===== config.mk =====
export PLATFORM = sky130hd
export DESIGN_NAME = wdg_top
export DESIGN_NICKNAME = d
export VERILOG_FILES = /design/src/hw/wdg_counter.v /design/src/hw/wdg_top.v
export VERILOG_INCLUDE_DIRS = /design/src /design/src/hw
export SDC_FILE = /design/constraint.sdc
export NUM_CORES = 1
export LEC_CHECK = 0
export BUFFER_PORTS_ARGS = -buffer_cell sky130_fd_sc_hd__buf_2
export CORE_UTILIZATION = 55
export CTS_CLUSTER_SIZE = 8
export DETAILED_ROUTE_END_ITERATION = 8
export PLACE_DENSITY = 0.72
export SLEW_MARGIN = 40
export SYNTH_ARGS = -nofsm -noshare
export SYNTH_HDL_FRONTEND = slang
export SYNTH_SLANG_ARGS = --single-unit

===== constraint.sdc =====
create_clock -name ref_clk -period 5.4 [get_ports ref_clk]
set_clock_uncertainty 0.1 [all_clocks]
set_input_delay 1.08 -clock ref_clk [delete_from_list [all_inputs] [get_ports ref_clk]]
set_output_delay 1.08 -clock ref_clk [all_outputs]
set_load 0.05 [all_outputs]

===== src/hw/wdg_map.vh =====
// register map, field positions, reset values and timing counts
`ifndef WDG_MAP_VH
`define WDG_MAP_VH

// register byte offsets, one aligned word each
`define WDG_CTRL_A      8'h00
`define WDG_TIMEOUT_A   8'h04
`define WDG_WINDOW_A    8'h08
`define WDG_KICK_A      8'h0c
`define WDG_CTRL_B      8'h10
`define WDG_TIMEOUT_B   8'h14
`define WDG_WINDOW_B    8'h18
`define WDG_KICK_B      8'h1c
`define WDG_CTRL_R      8'h20
`define WDG_TIMEOUT_R   8'h24
`define WDG_KICK_R      8'h28
`define WDG_CAUSE       8'h2c
`define WDG_COUNT_A     8'h30
`define WDG_COUNT_B     8'h34
`define WDG_COUNT_R     8'h38

// control field positions
`define WDG_EN_BIT      0
`define WDG_WIN_BIT     1
`define WDG_SEL_LSB     2
`define WDG_SEL_MSB     3
`define WDG_PRE_LSB     8
`define WDG_PRE_MSB     15

// count clock choices for the main watchdogs
`define WDG_SEL_SYS     2'h0
`define WDG_SEL_RTC     2'h1
`define WDG_SEL_PM      2'h2

// cause flag positions
`define WDG_CAUSE_A     0
`define WDG_CAUSE_B     1
`define WDG_CAUSE_R     2

// reset values and service key
`define WDG_CTRL_RST    16'h0000
`define WDG_TMO_RST     32'h0000ffff
`define WDG_WIN_RST     32'h00000000
`define WDG_TMO_R_RST   16'hffff
`define WDG_KICK_KEY    8'ha5

// timing: reference clock and system reset pulse
`define WDG_CLK_MHZ     10
`define WDG_RST_NS      1000
`define WDG_RST_CYC     ((`WDG_RST_NS * `WDG_CLK_MHZ + 999) / 1000)
`define WDG_SYS_DIV     16

`endif


===== src/hw/wdg_counter.v =====
// one watchdog: prescaler, up counter, window and timeout compare
`timescale 1ns/1ps
`default_nettype none

module wdg_counter #(
    parameter WIDTH = 32
) (
    input  wire             clk,
    input  wire             rst_n,
    input  wire             run,
    input  wire             tick,
    input  wire             kick,
    input  wire             win_en,
    input  wire [7:0]       presc,
    input  wire [WIDTH-1:0] timeout,
    input  wire [WIDTH-1:0] win_open,
    output reg  [WIDTH-1:0] count,
    output reg              expire
);

    reg  [7:0] pre_cnt;
    wire       step;
    wire       early;

    // one counter step every presc+1 count-clock ticks
    assign step  = run & tick & (pre_cnt == presc);
    // a service before the window opens counts as a violation
    assign early = run & kick & win_en & (count < win_open);

    ////////////////////////////////////////////////////////////////////////
    // prescaler and counter
    always @(posedge clk or negedge rst_n)
    begin
        if (!rst_n)
        begin
            pre_cnt <= 8'h00;
            count   <= {WIDTH{1'b0}};
            expire  <= 1'b0;
        end
        else
        begin
            // expiry: missed deadline or early service
            expire <= early | (step & (count == timeout));
            if (!run)
            begin
                pre_cnt <= 8'h00;
                count   <= {WIDTH{1'b0}};
            end
            else if (kick)
            begin
                // service restarts the whole period
                pre_cnt <= 8'h00;
                count   <= {WIDTH{1'b0}};
            end
            else if (tick)
            begin
                pre_cnt <= (pre_cnt == presc) ? 8'h00 : pre_cnt + 8'h01;
                if (step)
                    count <= count + {{(WIDTH-1){1'b0}}, 1'b1};
            end
        end
    end

endmodule // wdg_counter

`default_nettype wire


===== src/hw/wdg_top.v =====
// watchdog subsystem: two windowed main watchdogs and one recovery watchdog
//
// Functional notes
// - two independent prescaled 32-bit main watchdogs, expiry resets
// - no service in the programmed window: timeout and watchdog reset
// - main watchdog expiry sets its own cause flag, visible after reset
// - main count clock: scaled system clock, real-time or power clock
// - third recovery watchdog, 16-bit counter, expiry asserts system reset
// - recovery watchdog expiry sets its own cause flag
// - recovery watchdog counts only on the 8 kHz ring oscillator
//
// The register addresses and the strobed register port are this design's own decisions.
`timescale 1ns/1ps
`default_nettype none
`include "wdg_map.vh"

module wdg_top (
    input  wire        ref_clk,
    input  wire        rst_n,
    input  wire [7:0]  reg_addr,
    input  wire [31:0] reg_wdata,
    input  wire        reg_wr,
    input  wire        reg_rd,
    output reg  [31:0] reg_rdata,
    input  wire        rtc_clk,
    input  wire        pm_clk,
    input  wire        ring_clk,
    output reg         sys_reset,
    output reg  [2:0]  reset_cause
);

    ////////////////////////////////////////////////////////////////////////
    // declarations
    reg  [2:0]  pin_s1;
    reg  [2:0]  pin_s2;
    reg  [2:0]  pin_s3;
    reg  [2:0]  pin_lvl;
    reg  [2:0]  pin_rise;
    wire [2:0]  pin_chg;
    reg  [4:0]  sys_div;
    reg         sys_tick;
    reg  [15:0] ctrl_a;
    reg  [15:0] ctrl_b;
    reg         ctrl_r;
    reg  [31:0] tmo_a;
    reg  [31:0] tmo_b;
    reg  [31:0] win_a;
    reg  [31:0] win_b;
    reg  [15:0] tmo_r;
    reg         kick_a;
    reg         kick_b;
    reg         kick_r;
    reg  [3:0]  rst_cnt;
    wire [31:0] count_a;
    wire [31:0] count_b;
    wire [15:0] count_r;
    wire        exp_a;
    wire        exp_b;
    wire        exp_r;
    wire        any_exp;
    wire        key_ok;
    wire        bus_wr;
    reg         tick_a;
    reg         tick_b;

    // divider and pulse counts as wide constants, cut to width on purpose
    localparam [31:0] SYS_LAST = `WDG_SYS_DIV - 1;
    localparam [31:0] RST_LOAD = `WDG_RST_CYC - 1;

    ////////////////////////////////////////////////////////////////////////
    // slow clock pins: three flops, a change counts once stages 2 and 3
    // agree; stage 1 feeds stage 2 only
    assign pin_chg = ~(pin_s2 ^ pin_s3) & (pin_s3 ^ pin_lvl);

    always @(posedge ref_clk or negedge rst_n)
    begin
        if (!rst_n)
        begin
            pin_s1   <= 3'h0;
            pin_s2   <= 3'h0;
            pin_s3   <= 3'h0;
            pin_lvl  <= 3'h0;
            pin_rise <= 3'h0;
        end
        else
        begin
            pin_s1   <= {ring_clk, pm_clk, rtc_clk};
            pin_s2   <= pin_s1;
            pin_s3   <= pin_s2;
            pin_lvl  <= pin_lvl ^ pin_chg;
            pin_rise <= pin_chg & pin_s3;
        end
    end

    ////////////////////////////////////////////////////////////////////////
    // scaled system clock: one enable pulse every WDG_SYS_DIV cycles
    always @(posedge ref_clk or negedge rst_n)
    begin
        if (!rst_n)
        begin
            sys_div  <= 5'h00;
            sys_tick <= 1'b0;
        end
        else
        begin
            sys_tick <= (sys_div == SYS_LAST[4:0]);
            if (sys_div == SYS_LAST[4:0])
                sys_div <= 5'h00;
            else
                sys_div <= sys_div + 5'h01;
        end
    end

    ////////////////////////////////////////////////////////////////////////
    // count clock choice for each main watchdog
    always @*
    begin
        case (ctrl_a[`WDG_SEL_MSB:`WDG_SEL_LSB])
            `WDG_SEL_RTC: tick_a = pin_rise[0];
            `WDG_SEL_PM:  tick_a = pin_rise[1];
            default:      tick_a = sys_tick;
        endcase
        case (ctrl_b[`WDG_SEL_MSB:`WDG_SEL_LSB])
            `WDG_SEL_RTC: tick_b = pin_rise[0];
            `WDG_SEL_PM:  tick_b = pin_rise[1];
            default:      tick_b = sys_tick;
        endcase
    end

    ////////////////////////////////////////////////////////////////////////
    // the three watchdogs
    wdg_counter #(
        .WIDTH    (32)
    ) u_main_watchdog_a (
        .clk      (ref_clk),
        .rst_n    (rst_n),
        .run      (ctrl_a[`WDG_EN_BIT]),
        .tick     (tick_a),
        .kick     (kick_a),
        .win_en   (ctrl_a[`WDG_WIN_BIT]),
        .presc    (ctrl_a[`WDG_PRE_MSB:`WDG_PRE_LSB]),
        .timeout  (tmo_a),
        .win_open (win_a),
        .count    (count_a),
        .expire   (exp_a)
    );

    wdg_counter #(
        .WIDTH    (32)
    ) u_main_watchdog_b (
        .clk      (ref_clk),
        .rst_n    (rst_n),
        .run      (ctrl_b[`WDG_EN_BIT]),
        .tick     (tick_b),
        .kick     (kick_b),
        .win_en   (ctrl_b[`WDG_WIN_BIT]),
        .presc    (ctrl_b[`WDG_PRE_MSB:`WDG_PRE_LSB]),
        .timeout  (tmo_b),
        .win_open (win_b),
        .count    (count_b),
        .expire   (exp_b)
    );

    // ring oscillator only, no prescaler and no window
    wdg_counter #(
        .WIDTH    (16)
    ) u_recovery_watchdog (
        .clk      (ref_clk),
        .rst_n    (rst_n),
        .run      (ctrl_r),
        .tick     (pin_rise[2]),
        .kick     (kick_r),
        .win_en   (1'b0),
        .presc    (8'h00),
        .timeout  (tmo_r),
        .win_open (16'h0000),
        .count    (count_r),
        .expire   (exp_r)
    );

    assign any_exp = exp_a | exp_b | exp_r;
    // register writes are dropped while the system reset is out
    assign bus_wr  = reg_wr & ~sys_reset;
    // a service write must carry the key, so stray writes do not feed it
    assign key_ok  = (reg_wdata[7:0] == `WDG_KICK_KEY);

    ////////////////////////////////////////////////////////////////////////
    // configuration registers; an expiry returns them to reset values as
    // the system reset would, while the cause flags survive
    always @(posedge ref_clk or negedge rst_n)
    begin
        if (!rst_n)
        begin
            ctrl_a <= `WDG_CTRL_RST;
            ctrl_b <= `WDG_CTRL_RST;
            ctrl_r <= 1'b0;
            tmo_a  <= `WDG_TMO_RST;
            tmo_b  <= `WDG_TMO_RST;
            win_a  <= `WDG_WIN_RST;
            win_b  <= `WDG_WIN_RST;
            tmo_r  <= `WDG_TMO_R_RST;
        end
        else if (any_exp)
        begin
            ctrl_a <= `WDG_CTRL_RST;
            ctrl_b <= `WDG_CTRL_RST;
            ctrl_r <= 1'b0;
            tmo_a  <= `WDG_TMO_RST;
            tmo_b  <= `WDG_TMO_RST;
            win_a  <= `WDG_WIN_RST;
            win_b  <= `WDG_WIN_RST;
            tmo_r  <= `WDG_TMO_R_RST;
        end
        else if (bus_wr)
        begin
            case (reg_addr)
                `WDG_CTRL_A:    ctrl_a <= reg_wdata[15:0];
                `WDG_TIMEOUT_A: tmo_a  <= reg_wdata;
                `WDG_WINDOW_A:  win_a  <= reg_wdata;
                `WDG_CTRL_B:    ctrl_b <= reg_wdata[15:0];
                `WDG_TIMEOUT_B: tmo_b  <= reg_wdata;
                `WDG_WINDOW_B:  win_b  <= reg_wdata;
                `WDG_CTRL_R:    ctrl_r <= reg_wdata[`WDG_EN_BIT];
                `WDG_TIMEOUT_R: tmo_r  <= reg_wdata[15:0];
                default:        ctrl_r <= ctrl_r;
            endcase
        end
    end

    ////////////////////////////////////////////////////////////////////////
    // service pulses, one cycle after the keyed write
    always @(posedge ref_clk or negedge rst_n)
    begin
        if (!rst_n)
        begin
            kick_a <= 1'b0;
            kick_b <= 1'b0;
            kick_r <= 1'b0;
        end
        else
        begin
            kick_a <= bus_wr & key_ok & (reg_addr == `WDG_KICK_A);
            kick_b <= bus_wr & key_ok & (reg_addr == `WDG_KICK_B);
            kick_r <= bus_wr & key_ok & (reg_addr == `WDG_KICK_R);
        end
    end

    ////////////////////////////////////////////////////////////////////////
    // system reset pulse, WDG_RST_CYC cycles from the expiry
    always @(posedge ref_clk or negedge rst_n)
    begin
        if (!rst_n)
        begin
            rst_cnt   <= 4'h0;
            sys_reset <= 1'b0;
        end
        else if (any_exp)
        begin
            rst_cnt   <= RST_LOAD[3:0];
            sys_reset <= 1'b1;
        end
        else if (rst_cnt != 4'h0)
            rst_cnt <= rst_cnt - 4'h1;
        else
            sys_reset <= 1'b0;
    end

    ////////////////////////////////////////////////////////////////////////
    // cause flags: set by expiry, cleared by writing one; set wins
    always @(posedge ref_clk or negedge rst_n)
    begin
        if (!rst_n)
            reset_cause <= 3'h0;
        else
        begin
            reset_cause[`WDG_CAUSE_A] <= exp_a |
                (reset_cause[`WDG_CAUSE_A] &
                 ~(bus_wr & (reg_addr == `WDG_CAUSE) &
                   reg_wdata[`WDG_CAUSE_A]));
            reset_cause[`WDG_CAUSE_B] <= exp_b |
                (reset_cause[`WDG_CAUSE_B] &
                 ~(bus_wr & (reg_addr == `WDG_CAUSE) &
                   reg_wdata[`WDG_CAUSE_B]));
            reset_cause[`WDG_CAUSE_R] <= exp_r |
                (reset_cause[`WDG_CAUSE_R] &
                 ~(bus_wr & (reg_addr == `WDG_CAUSE) &
                   reg_wdata[`WDG_CAUSE_R]));
        end
    end

    ////////////////////////////////////////////////////////////////////////
    // read data: valid only in the cycle after the strobe, else zero;
    // unmapped offsets and kick registers read zero
    always @(posedge ref_clk or negedge rst_n)
    begin
        if (!rst_n)
            reg_rdata <= 32'h00000000;
        else if (!reg_rd)
            reg_rdata <= 32'h00000000;
        else
        begin
            case (reg_addr)
                `WDG_CTRL_A:    reg_rdata <= {16'h0000, ctrl_a};
                `WDG_TIMEOUT_A: reg_rdata <= tmo_a;
                `WDG_WINDOW_A:  reg_rdata <= win_a;
                `WDG_CTRL_B:    reg_rdata <= {16'h0000, ctrl_b};
                `WDG_TIMEOUT_B: reg_rdata <= tmo_b;
                `WDG_WINDOW_B:  reg_rdata <= win_b;
                `WDG_CTRL_R:    reg_rdata <= {31'h00000000, ctrl_r};
                `WDG_TIMEOUT_R: reg_rdata <= {16'h0000, tmo_r};
                `WDG_CAUSE:     reg_rdata <= {29'h00000000, reset_cause};
                `WDG_COUNT_A:   reg_rdata <= count_a;
                `WDG_COUNT_B:   reg_rdata <= count_b;
                `WDG_COUNT_R:   reg_rdata <= {16'h0000, count_r};
                default:        reg_rdata <= 32'h00000000;
            endcase
        end
    end

endmodule // wdg_top

`default_nettype wire


=== Word-level counts from Yosys, hierarchy flattened ===
Cells that the tools add are included.

* Bits of input ports: 47
* Register bits: 348
* Output and inout bits: 36
* Word-level logic and storage cells: 198

* Bitwise logic cells: 44
* Muxes and demuxes: 57
* Equality and inequality tests: 32
* Add/subtract/negate cells: 8
* $lt $le $gt $ge: 2
* Reduce and logical (&&, ||, !) cells: 24

{| class="wikitable"
|+ Operator list
! cell !! number
|-
| $mux 32 || 21
|-
| $pmux 32 s12 || 1
|-
| $mux 16 || 13
|-
| $mux 8 || 12
|-
| $add 32x1->32 const B || 2
|-
| $eq 32x32->1 || 2
|-
| $lt 32x32->1 || 2
|-
| $eq 8x6->1 const B || 7
|-
| $eq 8x5->1 const B || 4
|-
| $and 1x1->1 || 27
|-
| $add 8x1->8 const B || 3
|-
| $reduce_and 2->1 || 11
|-
| $reduce_bool 2->1 || 10
|-
| $add 16x1->16 const B || 1
|-
| $eq 16x16->1 || 1
|-
| $eq 8x4->1 const B || 2
|-
| $eq 8x8->1 || 2
|-
| $logic_not 8->1 || 2
|-
| $ne 3x1->1 const B || 5
|-
| $xor 3x3->3 || 3
|-
| $eq 8x3->1 const B || 1
|-
| $eq 8x8->1 const B || 1
|-
| $mux 4 || 2
|-
| $or 1x1->1 || 7
|-
| other kinds (14) || 25
|}

=== Longest topological paths before layout ===
Gate-level depths: netlist of run 1.

* Depth after elaboration: 8
* Depth in mapped cells: 9

=== Hierarchy ===
Synthesis of run 1 repeated with hierarchy kept, for this count alone.

* Cell total of the unflattened synthesis: 2277
* Area total of the unflattened synthesis: 20470.9 um2

{| class="wikitable"
|+ By module, submodules not included
! module !! area each (um2) !! cells each !! instances
|-
| wdg_top || 11537.3 || 1255 || 1
|-
| wdg_counter (u_main_watchdog_a ...) || 3515.9 || 402 || 2
|-
| wdg_counter (u_recovery_watchdog) || 1901.8 || 218 || 1
|}

=== Worst setup path after synthesis of run 1 ===
OpenSTA, ideal clock, no wires.

* Path type: input-to-reg
* Start: input port reg_addr[2]
* End: register tmo_b[18]
* Cell stages on the path: 8
* Setup time: 0.136 ns
* Data arrival time: 2.738 ns
* Setup slack: 2.426 ns
* Cells stage by stage: clkbuf_1 -> or4b_2 -> clkbuf_1 -> nor2_1 -> nand2_1 -> clkbuf_1 -> nand2_1 -> a21oi_1

* Word-level cells in the longest chain between the ends: 3

{| class="wikitable"
|+ RTL lines
! what !! line !! RTL
|-
| start: declaration || wdg_top.v:20 || <nowiki>input wire [7:0] reg_addr,</nowiki>
|-
| $eq 8x5->1 || wdg_top.v:216 || <nowiki>case (reg_addr)</nowiki>
|-
| $reduce_bool 2->1 (no source line) || -- ||
|-
| $reduce_and 2->1 (no source line) || -- ||
|-
| end signal: assignment || wdg_top.v:198 || <nowiki>tmo_b <= `WDG_TMO_RST;</nowiki>
|-
| end signal: assignment || wdg_top.v:209 || <nowiki>tmo_b <= `WDG_TMO_RST;</nowiki>
|-
| end signal: assignment || wdg_top.v:221 || <nowiki>`WDG_TIMEOUT_B: tmo_b <= reg_wdata;</nowiki>
|-
| end: declaration || wdg_top.v:46 || <nowiki>reg [31:0] tmo_b;</nowiki>
|}

No other way between the ends.
A chain may end at the register's enable or synchronous reset.

=== Final worst setup path of run 1 ===
* Start: register ctrl_a[2]
* End: register u_main_watchdog_a.count[9]

* Word-level cells in the longest chain between the ends: 6
* Elaborated cells on any way between the ends: 8

{| class="wikitable"
|+ RTL lines
! what !! line !! RTL
|-
| start: declaration || wdg_top.v:42 || <nowiki>reg [15:0] ctrl_a;</nowiki>
|-
| start signal: assignment || wdg_top.v:194 || <nowiki>ctrl_a <= `WDG_CTRL_RST;</nowiki>
|-
| start signal: assignment || wdg_top.v:205 || <nowiki>ctrl_a <= `WDG_CTRL_RST;</nowiki>
|-
| start signal: assignment || wdg_top.v:217 || <nowiki>`WDG_CTRL_A: ctrl_a <= reg_wdata[15:0];</nowiki>
|-
| $eq 2x2->1 or $eq 2x1->1 (tied branches) || wdg_top.v:118 || <nowiki>case (ctrl_a[`WDG_SEL_MSB:`WDG_SEL_LSB])</nowiki>
|-
| $pmux 1 s2 (*) || wdg_top.v:118 ||
|-
| $and 1x1->1 (2 in a row) || wdg_counter.v:26 || <nowiki>assign step = run & tick & (pre_cnt == presc);</nowiki>
|-
| $ne 3x1->1 (no source line) || -- ||
|-
| $reduce_and 2->1 (no source line) (*) || -- ||
|-
| end signal: assignment || wdg_counter.v:37 || <nowiki>count <= {WIDTH{1'b0}};</nowiki>
|-
| end signal: assignment || wdg_counter.v:47 || <nowiki>count <= {WIDTH{1'b0}};</nowiki>
|-
| end signal: assignment || wdg_counter.v:53 || <nowiki>count <= {WIDTH{1'b0}};</nowiki>
|-
| end: declaration || wdg_counter.v:17 || <nowiki>output reg [WIDTH-1:0] count,</nowiki>
|}

Every way passes the cells marked *; elsewhere a longest branch is shown, timed or not.

==> results of run 1 <==
==> cell families after synthesis <==
family	after synthesis	share of synthesized area, %
and+or+nand+nor	869	20.6
xor gates and xnor gates	126	5.70
AOI/OAI and AO/OA	516	17.5
adders and majority gates	79	5.07
muxes	20	1.04
DFF	348	45.3
buffers and inverters	238	4.78
==> power by group through the flow <==
stage | registers (mW) | clock network (mW) | logic, mW
2_1_floorplan | 2.82 | 0 | 0.288
3_3_place_gp | 2.87 | 0 | 0.465
3_5_place_dp | 2.87 | 0 | 0.482
4_1_cts | 2.83 | 3.00 | 0.485
5_1_grt | 2.84 | 3.09 | 0.544
6_report | 2.84 | 2.98 | 0.494
==> synth_stat cells (4+ instances only) <==
library cell | n | area [um2]
o41ai_1 | 6 | 52.6
nand3_1 | 94 | 470
xnor2_1 | 63 | 552
o31ai_1 | 21 | 158
nor2_1 | 72 | 270
xor2_1 | 63 | 552
inv_1 | 89 | 334
o21a_1 | 6 | 45.0
ha_1 | 76 | 951
a21oi_1 | 208 | 1040
nand4_1 | 54 | 338
nor4_1 | 28 | 175
a222oi_1 | 6 | 60.1
o21ai_0 | 48 | 240
a31oi_1 | 33 | 206
or4_1 | 24 | 180
a2111o_1 | 15 | 169
a21boi_0 | 9 | 67.6
mux2i_1 | 19 | 190
a22o_1 | 48 | 420
a41oi_1 | 4 | 35.0
nor3_1 | 17 | 85.1
a211oi_1 | 6 | 45.0
buf_1 | 5 | 18.8
and4_1 | 7 | 61.3
dfstp_2 | 48 | 1260
nand2_1 | 492 | 1850
buf_2 | 19 | 95.1
a21o_1 | 10 | 75.1
and3_1 | 10 | 62.6
nor2b_1 | 6 | 37.5
a22oi_1 | 47 | 353
a221oi_1 | 24 | 210
nand2b_1 | 25 | 156
or3_1 | 9 | 56.3
o311ai_0 | 6 | 52.6
dfrtp_1 | 300 | 7510
nor4b_1 | 4 | 35.0
clkbuf_1 | 123 | 462
and2_1 | 10 | 62.6
==> metal layers <==
layer / part of all wire, % / wire, um
met5: 0.062 / 41
met4: 6.9 / 4560
met2: 45 / 29600
met1: 39 / 25800
met3: 9.3 / 6160
==> registers in the layout (all words and copies together), names as in the netlist, 5 cells and up, named ones only <==
register,count
reg_rdata,32
tmo_a,32
tmo_b,32
u_main_watchdog_a.count,32
u_main_watchdog_b.count,32
win_a,32
win_b,32
ctrl_a,16
ctrl_b,16
tmo_r,16
u_recovery_watchdog.count,16
u_main_watchdog_a.pre_cnt,8
u_main_watchdog_b.pre_cnt,8
u_recovery_watchdog.pre_cnt,8
sys_div,5
==> layout by cell type, fill, tap and decap left out, types with 15 or more instances in the layout <==
cell | Yosys | final
clkbuf_16 | 0 | 51
o21ai_0 | 48 | 48
clkbuf_1 | 123 | 39
mux2i_1 | 19 | 19
dfstp_2 | 48 | 48
or4_1 | 24 | 24
buf_4 | 2 | 30
inv_1 | 89 | 89
a2111o_1 | 15 | 15
buf_2 | 19 | 81
o31ai_1 | 21 | 21
nand4_1 | 54 | 54
ha_1 | 76 | 76
a22o_1 | 48 | 48
nand3_1 | 94 | 93
a21oi_1 | 208 | 208
xor2_1 | 63 | 63
nor2_1 | 72 | 70
nand2_1 | 492 | 490
xnor2_1 | 63 | 63
dfrtp_1 | 300 | 300
nand2b_1 | 25 | 24
a22oi_1 | 47 | 47
a221oi_1 | 24 | 24
a31oi_1 | 33 | 32
nor4_1 | 28 | 26
==> stage by stage <==
step	cells	hold WS, ps
after floorplan	2196	231
after global placement	2616	235
after detailed placement	2618	237
after CTS	2710	249
after global routing	2711	259
final	2711	246
==> final cells by class <==
class | instances | area, um2
Fill cell | 2965 | 13000
Multi-Input combinational cell | 1610 | 9810
Sequential cell | 348 | 8770
Clock buffer | 90 | 1420
Timing Repair Buffer | 117 | 728
Tap cell | 455 | 569
Inverter | 89 | 334
Clock inverter | 2 | 38.8
==> path summary, 6_finish.rpt <==
kind | to | slack [ps] | cells after the start
min | pin_s2[1]$_DFF_PN0_ | 250 | 0
max reg2reg | u_main_watchdog_a.count[9]$_DFFE_PN0P_ | 2230 | 6
min reg2reg | pin_s2[1]$_DFF_PN0_ | 250 | 0
max | u_main_watchdog_a.count[9]$_DFFE_PN0P_ | 2230 | 6
min in group asynchronous | u_main_watchdog_b.count[26]$_DFFE_PN0P_ | 430 | 1
max in group asynchronous | u_main_watchdog_a.count[27]$_DFFE_PN0P_ | 3640 | 2
==> metrics.txt, run 1 <==
WP buf/inv=1; Rows=68; CP startpoint kind=register; Clock transition at path regs=approximately 50 ps; Psw=~1.6 mW; RSZ-0062 raised after global routing=no; Synth warnings=0; Post-CTS Hold Buffers=0; Rel. slew slack=approximately 44%; Root Driver=clkbuf_16; first-pass GRT wire length=between 100000 and 150000 um; Post-Route WL=66200 um; Most used DFF post-synth=dfrtp_1; Clock Latency Late Sink=580 ps; number of buffers added on ports=82; post_cts resized=0; Syn Inst Count=2196; Synth Register Bits=348; EDFF count, synth=0; Synth cell types=64; Sw Share=25.5%; CTS Sinks=348; crit-path max FO=16; Post-CTS Setup Inserts=0; Final ANT Viol Nets=0; run status=completed; beginning of the critical path=ctrl_a[2]$_DFFE_PN0P_; CP max-delay cell=nand3_1; layout cell share with drive strength beyond 1=between 10% and 20%; critical path data required time=5800 ps; Cell Chain, Critical Path=inv_1 > ha_1 > o21ai_1 > nand3_1 > or4_1 > a21oi_1; post-route clock period utilization=roughly 60%; final core occ=a little over three fifths; TritonCTS clock tree=done; Diodes inserted=0; Clk pwr share=47.2%; routed length per placed instance=24.4 um; Area Growth Syn to Fin=11.9%; number of global-route vias before repair=between 15000 and 20000; final std cell area, no fill=0.0217 mm2; Iteration-0 DRC Markers=2174; final setup vio count=0; Post-DP HPWL=46500 um; Congestion Overflow GR=0; sequential fraction of the synthesis area=a little under half; Mapped Area=0.0194 mm2; path type of the worst setup path=register to register; post-synthesis async set-or-reset flop share=100%; Slowest Stage Delay on Critical Path=700 ps; setup_tns=0 ps; pwr dens=~290 mW/mm2; slew at the pin with the worst max-slew slack=about 830 ps; reg2reg start=ctrl_a[2]$_DFFE_PN0P_; Min-Delay Path Class=register to register; routed vias/inst=6.58; final hold viol count=0; initial antenna violation count=3; Syn Area/Cell=8.82 um2; Placer Congestion=~1; drt pass-1 iters=6; CTS H-tree depth=2; Cell Area, Placed=approximately 0.020 mm2; Tot GR Track Use=37.4%; total power=between 6 and 7 mW; Max IR drop VDD=0.000254 V; fmax=315 MHz; final period demand of the worst path=3170 ps; fin. max-slew vios=0; max cap viols=0; CTS Buf Count=a little under 50; crit path DAT=about 3600 ps; Global Route met2 Usage=58.0%; Crit. End Element=register; # IOs=83; Comb pwr share=between 7 and 8%; CORE AREA=0.0346 mm2; Die Width=190 um; Top Family by Delay on Critical Path=simple AND/OR/NAND/NOR gates; net count after synthesis=2319; final setup margin=2230 ps; GR Util met3=7.30%; nets@finish=2338; # DRC=0; CTS Buffer Depth=3; Reg power frac=between 40% and 50%; Pleak=8.99 nW; grt met1 use=between 40% and 50%; busiest grt layer=met2; Starting Density=55.9%; die area=0.0360 mm2; Internal=4.70 mW; die height=190 um; routed vias=17840; largest net degree at the start of global routing=112; dpl ws=about 1700 ps; Hold Path Origin=pin_s1[1]$_DFF_PN0_
No activity file was read; power rests on OpenSTA's default activity.
==> inputs of run 2 (changes only) <==
--- a/config.mk
+++ b/config.mk
@@ -6,6 +6,7 @@
 export SDC_FILE = /design/constraint.sdc
 export NUM_CORES = 1
 export LEC_CHECK = 0
+export ABC_AREA = 1
 export BUFFER_PORTS_ARGS = -buffer_cell sky130_fd_sc_hd__buf_2
 export CORE_UTILIZATION = 55
 export CTS_CLUSTER_SIZE = 8
==> constraint.sdc (replaced) <==
create_clock -name ref_clk -period 3.23 [get_ports ref_clk]
set_clock_uncertainty 0.1 [all_clocks]
set_input_delay 0.646 -clock ref_clk [delete_from_list [all_inputs] [get_ports ref_clk]]
set_output_delay 0.646 -clock ref_clk [all_outputs]
set_load 0.05 [all_outputs]
==> metrics.txt, run 2 <==
layout cell share with drive strength beyond 1=9.16% (-1.9 points); EDFF count, synth=0 (unchanged); most common cell in the netlist=nand2_1; total power=13.5 mW (+110%); routed length per placed instance=22.5 um (-7.6%); hold_ws=-8.26 ps (-254 ps); crit path DAT=2990 ps (-580 ps); Placer Congestion=1.04 (+3.7%); final core occ=63.1% (+0.49 points); critical path data required time=3590 ps (-2210 ps); Pleak=10.4 nW (+15%); number of global-route vias before repair=18898 (+11%); leading area contributor after synthesis=dfrtp_1; Clock Latency Late Sink=610 ps (+30 ps); net count after synthesis=2901 (+25%); CORE AREA=0.0359 mm2 (+3.7%); routed vias=19721 (+11%); Syn Inst Count=2778 (+27%); Min-Delay Path Class=primary input to asynchronous set/reset pin; number of buffers added on ports=82 (unchanged); crit-path max FO=22 (+6); CTS Buf Count=49 (unchanged); Starting Density=56.4% (+0.44 points); Post-Route WL=75400 um (+14%); final period demand of the worst path=2630 ps (-549 ps); Rows=69 (+1.5%); r2r endpoint=u_recovery_watchdog.count[6]$_DFFE_PN0P_; die area=0.0376 mm2 (+4.5%); fin. max-slew vios=0 (unchanged); top cells by area, synth=dfrtp_1 (37%), nand2_1 (16%), o21ai_0 (6.3%); CP startpoint kind=register; violated checks=negative hold slack; fmax=381 MHz (+21%); Mapped Area=0.0202 mm2 (+4.5%); final std cell area, no fill=0.0227 mm2 (+4.5%); CTS Sinks=348 (unchanged); CTS H-tree depth=2 (unchanged); largest net degree at the start of global routing=88 (-21%); initial antenna violation count=1 (-2); commonest non-fill, non-tap cell in the layout=nand2_1; Fill cells=3266 (+10%); routed vias/inst=5.90 (-10%); run status=complete, but fails checks; nets@finish=2965 (+27%); Post-CTS Setup Inserts=0 (unchanged); post-synthesis async set-or-reset flop share=100% (unchanged); Synth Register Bits=348 (unchanged); max cap viols=0 (unchanged); slew at the pin with the worst max-slew slack=811 ps (-22.9 ps); Rel. slew slack=46.0% (+1.5 points); Area Growth Syn to Fin=11.9% (about the same); Tot GR Track Use=40.7% (+3.3 points); path type of the worst setup path=register to register; drt pass-1 iters=6 (unchanged); Most used DFF post-synth=dfrtp_1; Crit. End Element=register; commonest cells in the synthesized netlist=nand2_1 (853), nor2_1 (322), dfrtp_1 (300), inv_1 (263), o21ai_0 (256); pwr dens=597 mW/mm2 (+110%); Synth warnings=0 (unchanged); sequential fraction of the synthesis area=43.3% (-2.0 points); Die Width=194 um (+2.2%); first-pass GRT wire length=114000 um (+12%); Cell Area, Placed=0.0212 mm2 (+5.2%); Syn Area/Cell=7.29 um2 (-17%); Yosys top cell area share=37.1% (-1.7 points); # DRC=0 (unchanged); # IOs=83 (unchanged); Congestion Overflow GR=0 (unchanged); TritonCTS clock tree=done; reg2reg start=ctrl_r$_DFFE_PN0P_; die height=194 um (+2.2%); final setup vio count=0 (unchanged); final hold viol count=24 (+24); Post-CTS Hold Buffers=0 (unchanged); CTS Buffer Depth=3 (unchanged); RSZ-0062 raised after global routing=no; Post-DP HPWL=57600 um (+24%); post_cts resized=0 (unchanged); setup_tns=0 ps (unchanged); r2r setup slk=600 ps (-1620 ps); Iteration-0 DRC Markers=2290 (+5.3%); reg2reg path depth=7 (+1); post-route clock period utilization=81.3% (+22 points); Max IR drop VDD=0.000467 V (+84%); Clock transition at path regs=60 ps (about the same); Root Driver=clkbuf_16; commonest cells after routing, fill and taps aside=nand2_1 (853), nor2_1 (321), dfrtp_1 (300); Final ANT Viol Nets=0 (unchanged); Synth cell types=44 (-31%)
run 2: how the worst max path moves through the flow:
stage,startpoint,end,slack [ps],cells after the start
2_1_floorplan,reg_addr[7],win_b[14]$_DFFE_PN0P_,1240,9
3_3_place_gp,reg_addr[7],reg_rdata[26]$_DFF_PN0_,540,9
3_5_place_dp,reg_addr[7],reg_rdata[22]$_DFF_PN0_,520,9
4_1_cts,ctrl_r$_DFFE_PN0P_,u_recovery_watchdog.count[6]$_DFFE_PN0P_,640,7
5_1_grt,ctrl_r$_DFFE_PN0P_,u_recovery_watchdog.count[14]$_DFFE_PN0P_,360,7
6_report,ctrl_r$_DFFE_PN0P_,u_recovery_watchdog.count[6]$_DFFE_PN0P_,600,7
run 2: where the power goes:
group | internal, mW | switching [mW] | total [mW]
Clock | 2.90 | 2.08 | 4.98
Sequential | 5.09 | 0.658 | 5.75
Combinational | 0.875 | 1.92 | 2.80
Total | 8.86 | 4.66 | 13.5
run 2: worst max-delay path, cell delays in order, from the launching register on:
cell     delay (ps)
dfrtp_1         540
inv_1           170
nor2_1          270
nand2_1         270
nand2_1         390
inv_1           410
a21oi_1         260
nor2_1           70
run 2: cells by family (layout without fill, tap and decap cells):
family                   after synthesis  count (layout)  synth area share, %
AO/OA/AOI/OAI                        446             446                 11.9
buffers and inverters                387             492                 7.48
other                                  0               1                    0
XOR/XNOR                              82              82                 3.55
adder cells (fa/ha/maj)               79              79                 4.85
AND/OR/NAND/NOR                     1436            1436                 28.9
flip-flops                           348             348                 43.3
run 2: cell type report:
| class | count | area [um2] | area share (%) |
|---|---|---|---|
| multi-input cells | 2043 | 9960 | 44.0 |
| flip-flops and latches | 348 | 8770 | 38.7 |
| inverters | 272 | 1020 | 4.51 |
| well taps | 461 | 577 | 2.55 |
| clock inverters | 3 | 60.1 | 0.265 |
| repair buffers | 128 | 878 | 3.88 |
| clock buffers | 89 | 1390 | 6.12 |
| diodes | 1 | 2.50 | 0.0110 |
run 2: stage by stage:
step | worst slack (ps) | instances
2_1_floorplan | 1240 | 2778
3_3_place_gp | 545 | 3252
3_5_place_dp | 522 | 3252
4_1_cts | 641 | 3344
5_1_grt | 358 | 3344
6_report | 605 | 3345
run 2: layer usage:
metal	share of wire [%]	track usage [%]
met1	40	53.2
met2	44	62.8
met3	9.7	7.90
met4	6.4	24.7
met5	0	0
